==> src/core/pdr_pkg.sv <==
// Purpose: Constants for the port dataset register group.
// Assumes: 16-bit byte address, 32-bit register words.
package pdr_pkg;

  localparam int ADDR_W = 16;
  localparam int DATA_W = 32;
  localparam int DELAY_W = 64;
  localparam int BYTE_W = 8;
  localparam int HALF_W = 16;

  localparam logic [15:0] OFF_LIMIT = 16'h0220;
  localparam logic [15:0] OFF_CTRL = 16'h1200;
  localparam logic [15:0] OFF_DLY_HI = 16'h1204;
  localparam logic [15:0] OFF_DLY_LO = 16'h1208;
  localparam logic [15:0] OFF_STATE = 16'h120C;
  localparam logic [15:0] OFF_QUERY = 16'h1210;
  localparam logic [15:0] OFF_ADVERT = 16'h1214;
  localparam logic [15:0] OFF_SYNC = 16'h1218;
  localparam logic [15:0] OFF_SKEW = 16'h121C;

  localparam int CTRL_DONE_BIT = 31;
  localparam int CTRL_REQ_BIT = 30;
  localparam int CTRL_SKEW_BIT = 2;
  localparam int CTRL_RATE_BIT = 1;
  localparam int CTRL_METHOD_BIT = 0;

  localparam int HI_FIELD_LSB = 8;
  localparam int LO_FIELD_LSB = 0;
  localparam int SCALED_NS_SHIFT = 16;

  localparam logic [31:0] RESET_WORD = 32'h00000000;
  localparam logic [7:0] RESET_BYTE = 8'h00;

  typedef enum logic [1:0] {
    PDR_SNAP_IDLE = 2'b01,
    PDR_SNAP_CAPTURE = 2'b10
  } pdr_snap_t;

endpackage : pdr_pkg

==> src/core/pdr_field_reg.sv <==
// Purpose: Software-written staging register of parameterised width.
// Assumes: Synchronous active-high reset, write strobe one cycle.
// Notes: With ENABLE low it is absent and reads zero.
`timescale 1ns/1ns
module pdr_field_reg #(
  parameter int WIDTH = 32,
  parameter bit ENABLE = 1'b1
) (
  input wire logic clk,
  input wire logic sys_rst,
  input wire logic wr_en,
  input wire logic [WIDTH-1:0] wdata,
  output logic [WIDTH-1:0] value
);

  generate
    if (WIDTH < 1 || WIDTH > pdr_pkg::DATA_W) begin : g_bad_width
      $error("pdr_field_reg: WIDTH out of range");
    end
    if (ENABLE) begin : g_on
      always_ff @(posedge clk) begin
        if (sys_rst) begin
          value <= '0;
        end else if (wr_en) begin
          value <= wdata;
        end
      end
    end else begin : g_off
      // Absent register: writes dropped, reads zero
      assign value = '0;
    end
  endgenerate

endmodule : pdr_field_reg

==> src/core/pdr_port_dataset_regs.sv <==
// Purpose: Port dataset register group of an ordinary clock.
// Assumes: Register port strobes are one-cycle, synchronous to clk.
// Notes: Read data returns one cycle after the read strobe.
`timescale 1ns/1ns
module pdr_port_dataset_regs #(
  parameter bit RUNTIME_RATE_OPTION = 1'b1,
  parameter logic [7:0] FIXED_DELAY_QUERY_LOG = 8'h00,
  parameter logic [7:0] FIXED_NEIGHBOUR_QUERY_LOG = 8'h00,
  parameter logic [7:0] FIXED_ANNOUNCE_TIMEOUT = 8'h03,
  parameter logic [7:0] FIXED_ANNOUNCE_LOG = 8'h01,
  parameter logic [7:0] FIXED_SYNC_LOG = 8'h00
) (
  input wire logic clk,
  input wire logic sys_rst,
  input wire logic reg_wr_en,
  input wire logic reg_rd_en,
  input wire logic [15:0] reg_addr,
  input wire logic [31:0] reg_wdata,
  output logic [31:0] reg_rdata,
  output logic reg_rd_valid,
  input wire logic [63:0] peer_delay_live,
  input wire logic [7:0] port_state_live,
  input wire logic tsn_profile_en,
  output logic [31:0] path_skew_ns,
  output logic path_skew_valid,
  output logic message_rate_valid,
  output logic delay_method_valid,
  output logic [7:0] delay_query_log_period,
  output logic [7:0] neighbour_query_log_period,
  output logic [7:0] announce_timeout,
  output logic [7:0] announce_log_period,
  output logic [7:0] sync_log_period,
  output logic neighbour_delay_invalid
);

  ////////////////////////////////////////////////////////////////////////////
  // Address decode

  wire logic hit_ctrl = reg_addr == pdr_pkg::OFF_CTRL;
  wire logic hit_dly_hi = reg_addr == pdr_pkg::OFF_DLY_HI;
  wire logic hit_dly_lo = reg_addr == pdr_pkg::OFF_DLY_LO;
  wire logic hit_state = reg_addr == pdr_pkg::OFF_STATE;
  wire logic hit_query = reg_addr == pdr_pkg::OFF_QUERY;
  wire logic hit_advert = reg_addr == pdr_pkg::OFF_ADVERT;
  wire logic hit_sync = reg_addr == pdr_pkg::OFF_SYNC;
  wire logic hit_skew = reg_addr == pdr_pkg::OFF_SKEW;
  wire logic hit_limit = reg_addr == pdr_pkg::OFF_LIMIT;

  wire logic wr_ctrl = reg_wr_en && hit_ctrl;
  wire logic wr_req = wr_ctrl && reg_wdata[pdr_pkg::CTRL_REQ_BIT];
  wire logic wr_skew_commit = wr_ctrl && reg_wdata[pdr_pkg::CTRL_SKEW_BIT];
  wire logic wr_rate_commit = wr_ctrl && reg_wdata[pdr_pkg::CTRL_RATE_BIT];

  generate
    if (pdr_pkg::DELAY_W != 2 * pdr_pkg::DATA_W) begin : g_bad_delay
      $error("pdr_port_dataset_regs: delay must span two words");
    end
  endgenerate

  ////////////////////////////////////////////////////////////////////////////
  // Staging registers written by software

  logic [15:0] query_stage;
  logic [15:0] advert_stage;
  logic [7:0] sync_stage;
  logic [31:0] skew_stage;
  logic [31:0] limit_stage;

  // Only the defined low bits are stored; upper bits are dropped
  pdr_field_reg #(.WIDTH(pdr_pkg::HALF_W), .ENABLE(RUNTIME_RATE_OPTION)) u_query (
    .clk(clk),
    .sys_rst(sys_rst),
    .wr_en(reg_wr_en && hit_query),
    .wdata(reg_wdata[15:0]),
    .value(query_stage)
  );

  pdr_field_reg #(.WIDTH(pdr_pkg::HALF_W), .ENABLE(RUNTIME_RATE_OPTION)) u_advert (
    .clk(clk),
    .sys_rst(sys_rst),
    .wr_en(reg_wr_en && hit_advert),
    .wdata(reg_wdata[15:0]),
    .value(advert_stage)
  );

  pdr_field_reg #(.WIDTH(pdr_pkg::BYTE_W), .ENABLE(RUNTIME_RATE_OPTION)) u_sync (
    .clk(clk),
    .sys_rst(sys_rst),
    .wr_en(reg_wr_en && hit_sync),
    .wdata(reg_wdata[7:0]),
    .value(sync_stage)
  );

  pdr_field_reg #(.WIDTH(pdr_pkg::DATA_W), .ENABLE(1'b1)) u_skew (
    .clk(clk),
    .sys_rst(sys_rst),
    .wr_en(reg_wr_en && hit_skew),
    .wdata(reg_wdata),
    .value(skew_stage)
  );

  pdr_field_reg #(.WIDTH(pdr_pkg::DATA_W), .ENABLE(1'b1)) u_limit (
    .clk(clk),
    .sys_rst(sys_rst),
    .wr_en(reg_wr_en && hit_limit),
    .wdata(reg_wdata),
    .value(limit_stage)
  );

  ////////////////////////////////////////////////////////////////////////////
  // Snapshot handshake

  pdr_pkg::pdr_snap_t snap_q;
  pdr_pkg::pdr_snap_t snap_d;
  logic snap_done_q;
  logic [63:0] dly_snap_q;
  logic [7:0] state_snap_q;

  wire logic capturing = snap_q == pdr_pkg::PDR_SNAP_CAPTURE;

  // A request written during a capture queues one more capture
  always_comb begin
    snap_d = snap_q;
    unique case (snap_q)
      pdr_pkg::PDR_SNAP_IDLE: begin
        if (wr_req) begin
          snap_d = pdr_pkg::PDR_SNAP_CAPTURE;
        end
      end
      pdr_pkg::PDR_SNAP_CAPTURE: begin
        if (!wr_req) begin
          snap_d = pdr_pkg::PDR_SNAP_IDLE;
        end
      end
    endcase
  end

  always_ff @(posedge clk) begin
    if (sys_rst) begin
      snap_q <= pdr_pkg::PDR_SNAP_IDLE;
      snap_done_q <= 1'b0;
      dly_snap_q <= '0;
      state_snap_q <= pdr_pkg::RESET_BYTE;
    end else begin
      snap_q <= snap_d;
      // Capture sets done and wins over a clearing request
      if (capturing) begin
        snap_done_q <= 1'b1;
        dly_snap_q <= peer_delay_live;
        state_snap_q <= port_state_live;
      end else if (wr_req) begin
        snap_done_q <= 1'b0;
      end
    end
  end

  ////////////////////////////////////////////////////////////////////////////
  // Valid flags and adopted configuration

  always_ff @(posedge clk) begin
    if (sys_rst) begin
      path_skew_valid <= 1'b0;
      message_rate_valid <= 1'b0;
      delay_method_valid <= 1'b0;
    end else if (wr_ctrl) begin
      path_skew_valid <= reg_wdata[pdr_pkg::CTRL_SKEW_BIT];
      message_rate_valid <= reg_wdata[pdr_pkg::CTRL_RATE_BIT];
      delay_method_valid <= reg_wdata[pdr_pkg::CTRL_METHOD_BIT];
    end
  end

  // Staged skew and intervals reach the engine only on a valid commit; the limit applies as soon as written
  always_ff @(posedge clk) begin
    if (sys_rst) begin
      path_skew_ns <= pdr_pkg::RESET_WORD;
    end else if (wr_skew_commit) begin
      path_skew_ns <= skew_stage;
    end
  end

  // Without the runtime option the core's fixed periods stay in force
  always_ff @(posedge clk) begin
    if (sys_rst) begin
      delay_query_log_period <= FIXED_DELAY_QUERY_LOG;
      neighbour_query_log_period <= FIXED_NEIGHBOUR_QUERY_LOG;
      announce_timeout <= FIXED_ANNOUNCE_TIMEOUT;
      announce_log_period <= FIXED_ANNOUNCE_LOG;
      sync_log_period <= FIXED_SYNC_LOG;
    end else if (wr_rate_commit && RUNTIME_RATE_OPTION) begin
      delay_query_log_period <= query_stage[15:pdr_pkg::HI_FIELD_LSB];
      neighbour_query_log_period <= query_stage[7:pdr_pkg::LO_FIELD_LSB];
      announce_timeout <= advert_stage[15:pdr_pkg::HI_FIELD_LSB];
      announce_log_period <= advert_stage[7:pdr_pkg::LO_FIELD_LSB];
      sync_log_period <= sync_stage;
    end
  end

  ////////////////////////////////////////////////////////////////////////////
  // Neighbour delay limit, scaled ns reduced to whole ns

  wire logic [47:0] delay_whole_ns = peer_delay_live[63:pdr_pkg::SCALED_NS_SHIFT];
  wire logic over_limit = delay_whole_ns > {16'h0000, limit_stage};

  always_ff @(posedge clk) begin
    if (sys_rst) begin
      neighbour_delay_invalid <= 1'b0;
    end else begin
      neighbour_delay_invalid <= tsn_profile_en && over_limit;
    end
  end

  ////////////////////////////////////////////////////////////////////////////
  // Read path; unmapped addresses return zero

  wire logic [31:0] ctrl_word = {snap_done_q, capturing, 27'h0000000,
    path_skew_valid, message_rate_valid, delay_method_valid};
  wire logic [31:0] rd_word =
    hit_ctrl ? ctrl_word :
    hit_dly_hi ? dly_snap_q[63:32] :
    hit_dly_lo ? dly_snap_q[31:0] :
    hit_state ? {24'h000000, state_snap_q} :
    hit_query ? {16'h0000, query_stage} :
    hit_advert ? {16'h0000, advert_stage} :
    hit_sync ? {24'h000000, sync_stage} :
    hit_skew ? skew_stage :
    hit_limit ? limit_stage :
    pdr_pkg::RESET_WORD;

  always_ff @(posedge clk) begin
    if (sys_rst) begin
      reg_rdata <= pdr_pkg::RESET_WORD;
      reg_rd_valid <= 1'b0;
    end else begin
      reg_rd_valid <= reg_rd_en;
      reg_rdata <= reg_rd_en ? rd_word : pdr_pkg::RESET_WORD;
    end
  end
endmodule : pdr_port_dataset_regs

==> config.mk <==
export PLATFORM = sky130hd
export DESIGN_NAME = pdr_port_dataset_regs
export DESIGN_NICKNAME = d
export VERILOG_FILES = /design/src/core/pdr_pkg.sv /design/src/core/pdr_field_reg.sv /design/src/core/pdr_port_dataset_regs.sv
export SDC_FILE = /design/constraint.sdc
export NUM_CORES = 1
export LEC_CHECK = 0
export BUFFER_PORTS_ARGS = -buffer_cell sky130_fd_sc_hd__buf_2
export CAP_MARGIN = 20
export CORE_MARGIN = 8
export CORE_UTILIZATION = 55
export CTS_BUF_LIST = sky130_fd_sc_hd__clkbuf_4 sky130_fd_sc_hd__clkbuf_8 sky130_fd_sc_hd__clkbuf_16
export CTS_CLUSTER_DIAMETER = 150
export CTS_CLUSTER_SIZE = 24
export DETAILED_ROUTE_END_ITERATION = 7
export MAX_ROUTING_LAYER = met4
export PLACE_DENSITY = 0.83
export SLEW_MARGIN = 20
export SYNTH_ARGS = -nofsm -noshare
export SYNTH_HDL_FRONTEND = slang
export SYNTH_SLANG_ARGS = --single-unit
==> constraint.sdc <==
create_clock -name clk -period 2.24 [get_ports clk]
set_input_delay 0.448 -clock clk [delete_from_list [all_inputs] [get_ports clk]]
set_output_delay 0.448 -clock clk [all_outputs]
set_load 0.005 [all_outputs]
# == Word level (Yosys, flattened, before mapping) ==
# Index checks and enable logic that the tools add are counted.
# totals
regBits,288
output_inout_bits,109
# classes
order_cmp,1
eq_ne,13
n_mux,14
bitwise_logic,1
n_reduce_logical,14
# ops
cell,count
32-bit two-way mux,9
16-bit by 13-bit == test with 1-bit output (second input constant),8
48-bit by 32-bit > comparator with 1-bit output,1
16-bit by 10-bit == test with 1-bit output (second input constant),1
1-bit logical AND,10
2-bit two-way mux,2
2-bit inequality test (second input constant),2
2-bit case mux with 2 select lines,1
3-bit OR reduction,1
2-bit by 1-bit == test with 1-bit output (second input constant),1
2-bit == test (second input constant),1
1-bit two-way mux,2
2-bit AND reduction,1
2-bit nonzero test,1
2-bit OR reduction,1
1-bit inverter,1

# == Logic depth before layout (Yosys ltp) ==
# logic_depth
depth_word,10
mapped_depth,9
depth_no_buf,8

# == Hierarchy ==
# From an unflattened synthesis, not the netlist that was laid out.
# unflattened
cells_unflattened,1386
area_unflattened_um2,12504.5
# modules_own_cells
mod,n_inst,cells_per_inst,area_each_um2,seq_area_each_um2
pdr_port_dataset_regs,1,1050,8730.9,3683.5
pdr_field_reg at u_limit ...,2,103,1163.6,640.6
pdr_field_reg at u_advert ...,2,52,580.6,320.3
pdr_field_reg at u_sync,1,26,285.3,160.2

# == Worst setup path before layout ==
# No wires, ideal clock.
# synth_path
path_kind,input to register
startpoint,input port peer_delay_live[47]
endpoint,register neighbour_delay_invalid
setup_ns,0.091
arrival_time_ns,1.996
slack_ns,0.153
cell_stages,7
n_path_buf,0
path_cell_list,ha_1 -> and4_1 -> nand2_1 -> or4_1 -> nor3_1 -> a211oi_1 -> nor4bb_1
# synth_between
elab_chain_len,2
# synth_rtl
item,line,text
"start, declared",pdr_port_dataset_regs.sv:21,"input wire logic [63:0] peer_delay_live,"
48-bit by 32-bit > comparator with 1-bit output,pdr_port_dataset_regs.sv:202,"wire logic over_limit = delay_whole_ns > {16'h0000, limit_stage};"
1-bit logical AND,pdr_port_dataset_regs.sv:208,neighbour_delay_invalid <= tsn_profile_en && over_limit;
"end signal, assigned",pdr_port_dataset_regs.sv:208,
"end, declared",pdr_port_dataset_regs.sv:33,output logic neighbour_delay_invalid
# No other way between the ends.
# A chain may end at the register's enable or synchronous reset.

# == Worst setup path after layout ==
# layout_path
startpoint,register u_limit.value[30]
endpoint,register neighbour_delay_invalid
# layout_between
elab_chain_len,2
# layout_rtl
item,line,text
"start, declared",pdr_field_reg.sv:13,output logic [WIDTH-1:0] value
"start signal, assigned",pdr_field_reg.sv:25,value <= wdata;
48-bit by 32-bit > comparator with 1-bit output,pdr_port_dataset_regs.sv:202,
1-bit logical AND,pdr_port_dataset_regs.sv:208,
# No other way between the ends.

==> impl_metrics.toml <==
[global_routing]
grt_pass1_wl_um = 58800
track_usage_pct = 28.8
grt_overflow = 0
grt_max_degree = 255
antenna_found_initial = 0
grt_pass1_vias = 10752

[finish]
drive_above_1_share_pct = 20.1
n_antenna_cell = 0
nets = 1826
syn_to_final_growth_pct = 17.6
n_fill_cell = 1788

[worst_setup_path]
reg2reg_depth = 8
worst_path_max_delay_cell = "or4_4"
cp_cell_sequence = "inv_1 > ha_1 > and4_1 > nand2_1 > or4_4 > o2111ai_2 > a211oi_1 > nor4bb_1"
start_kind = "flip-flop"
r2r_slack_ps = 60
critPathRequiredTime_ps = 2630
timing.rr.end = "neighbour_delay_invalid"
cp_max_fo = 3
crit_type = "reg2reg"
arrival_ps = 2570
crit_path_end_kind = "flip-flop"
timing.rr.start = "u_limit.value[30]"
cpPeakStageDelay_ps = 550

[floorplanning]
dieWidth_um = 162
rows = 53
die-area_um2 = 26300
initial_core_util_pct = 56.0
die_h_um = 162
core_area_um2 = 21000
io_pins = 234

[routing]
dr.pass1.iters = 7
routedWlPerCell_um = 19.7
vias_per_cell = 5.80
drt_iter0_drc = 1187
ant_nets = 0
vias = 11258
drt_wl_total_um = 38200
drcViolationCount = 0

[min_path]
hp-class = "in2reg"
worstHoldEndpoint = "dly_snap_q[3]"
min_path_cells = 3
min_from = "peer_delay_live[3]"

[clocking]
htreeDepth = 1
cts_tree = "yes"
clk_latency_ps = 490
cts_hold_buffers = 0
cts_root_buffer = "clkbuf_16"
cts.sinks = 288
clk_pin_slew_ps = 100
cts.path.max_buffers = 3
cts_buffers = 15

[pwr]
ir_drop_mv = 0.425
pwr-share-seq_pct = 61.3
p_switching_uw = 1880
p_leak_uw = 0.00518
switching_share_pct = 22.4
p_total_uw = 8410
pwr-share-clk_pct = 33.1
comb_power_share_pct = 5.5
power.internal_uw = 6530
p_per_area_nw_per_um2 = 608

[yosys]
synth_commonest_cells = "nand2_1 (512), dfxtp_1 (288), a21oi_1 (278)"
syn_nets = 1618
ys_ff_latch = 288
ys_types = 50
netlist_instances = 1461
syn-cell-area_um2 = 11800
yosysMostFrequentCell = "nand2_1"
synth-async-reset-ratio_pct = 0
synth_area_per_cell_um2 = 8.05
synth_edf_count = 0
synth_top_area_share_pct = 49.0
synth_top_area_cell = "dfxtp_1"
synthFlopType = "dfxtp_1"
yosys_warnings = 0
seq_area_frac_synth_pct = 49.0
synth_area_leaders = "dfxtp_1 (49%), nand2_1 (16%), a21oi_1 (12%)"

[timing]
hold_slack_ps = 175
setup-violations-final = 0
slew_headroom_pct = 9.58
finalCriticalPeriod_ps = 2180
fin_crit_sh_pct = 97.2
slew_viol_final = 0
fmax_mhz = 459
rsz0062_at_grt = "false"
finalClockSkew_ps = 14.7
hold_viol_final = 0
worst_pin_slew_ps = 1360

[flow_run]
maxCapViolations = 0

[place]
hpwl_um = 28500
port_buffers = 233
place_congestion = 0.968

[run_status]
status = "completed"
what timing repair did:
action / CTS / global route
buffers inserted: 0 / 2
endpoints found under the hold margin: 0 / 0
setup endpoints to repair: 0 / 1
resized for setup: 0 / 7
power groups by stage:
stage / combinational, µW / clock, µW / sequential, µW
6_report: 466 / 2790 / 5160
3_5_place_dp: 455 / 0 / 5280
5_1_grt: 500 / 3010 / 5160
3_3_place_gp: 451 / 0 / 5270
2_1_floorplan: 198 / 0 / 5270
4_1_cts: 456 / 2830 / 5160
flip-flops by register name (all words and copies together) (netlist names):
| register | flops |
|---|---|
| dly_snap_q | 64 |
| path_skew_ns | 32 |
| reg_rdata | 32 |
| u_limit.value | 32 |
| u_skew.value | 32 |
| u_advert.value | 16 |
| u_query.value | 16 |
| announce_log_period | 8 |
| announce_timeout | 8 |
| delay_query_log_period | 8 |
| neighbour_query_log_period | 8 |
| state_snap_q | 8 |
| sync_log_period | 8 |
| u_sync.value | 8 |
| snap_q | 2 |
| delay_method_valid | 1 |
| message_rate_valid | 1 |
| neighbour_delay_invalid | 1 |
| path_skew_valid | 1 |
| reg_rd_valid | 1 |
| snap_done_q | 1 |
worst max-delay path, delay by kind of cell (launching register included):
kind	cells	cell delay, ps
fa+ha+maj	1	270
buf+inv	1	50
simple gates	4	1150
flops	1	350
compound gates	2	250
cell type report:
type                       count  area, µm²  area share [%]
sequential                   288       5770            41.7
multi-input combinational   1032       5360            38.7
timing repair buffer         294       1840            13.3
clock buffer                  15        375            2.71
tap                          275        344            2.49
inverter                      38        143            1.03
layout by cell type (no fill, tap or decap), drive strengths merged, types with 2 or more instances in the layout:
cell     instances
o22ai           12
a21oi          278
nor2            24
nor3             2
ha              32
nor4             8
inv             38
clkbuf          15
nand2b           7
nand2          512
nor2b            4
a21o             4
and4             4
o2bb2ai          3
a221oi          20
and4bb           2
o21ai            7
o2111ai          2
dfxtp          288
a222oi           8
a22oi           13
mux2             5
a211oi           2
nand3b           4
a22o            16
buf            294
a221o            2
nor3b            2
mux2i           19
and3             8
nand3            8
nand4            6
o211ai           2
and2             7
o221ai           2
how the worst max path moves through the flow:
stage                        startpoint                       to  slack (ps)  cells past startpoint
floorplan           peer_delay_live[47]  neighbour_delay_invalid         150                      7
global placement           reg_addr[13]             reg_rdata[2]        -120                      9
detailed placement  peer_delay_live[47]  neighbour_delay_invalid        -130                      8
CTS                   u_limit.value[31]  neighbour_delay_invalid           3                      8
global route          u_limit.value[30]  neighbour_delay_invalid          20                      8
finish                u_limit.value[30]  neighbour_delay_invalid          60                      8
kinds of logic (layout without fill, tap and decap cells):
group	after synthesis	count (layout)	share of synthesized area, %
mux	24	24	2.10
simple gates	602	602	21.4
buf+inv	141	347	5.66
compound gates	373	373	18.3
fa+ha+maj	32	32	3.40
flops	288	288	49.0
xor+xnor	1	1	0.0745
metal layers:
layer  wire, µm  GRT usage [%]  vias up
met1      15400           36.8     5259
li1           -              -     5320
met3       3870           5.19       89
met5          0              -        -
met4       1220           9.43        0
met2      17700           45.6      590
stage by stage:
step	worst slack [ps]	instances	utilization [%]	setup TNS [ps]	instance area (µm²)
3_3_place_gp	-117	1925	63.9	-304	13400
2_1_floorplan	153	1461	-	0	11800
5_1_grt	16.0	1942	65.8	0	13800
4_1_cts	2.91	1940	65.6	0	13800
3_5_place_dp	-134	1925	63.9	-452	13400
6_report	63.7	1942	65.8	0	13800
No activity file was read; power rests on OpenSTA's default activity.
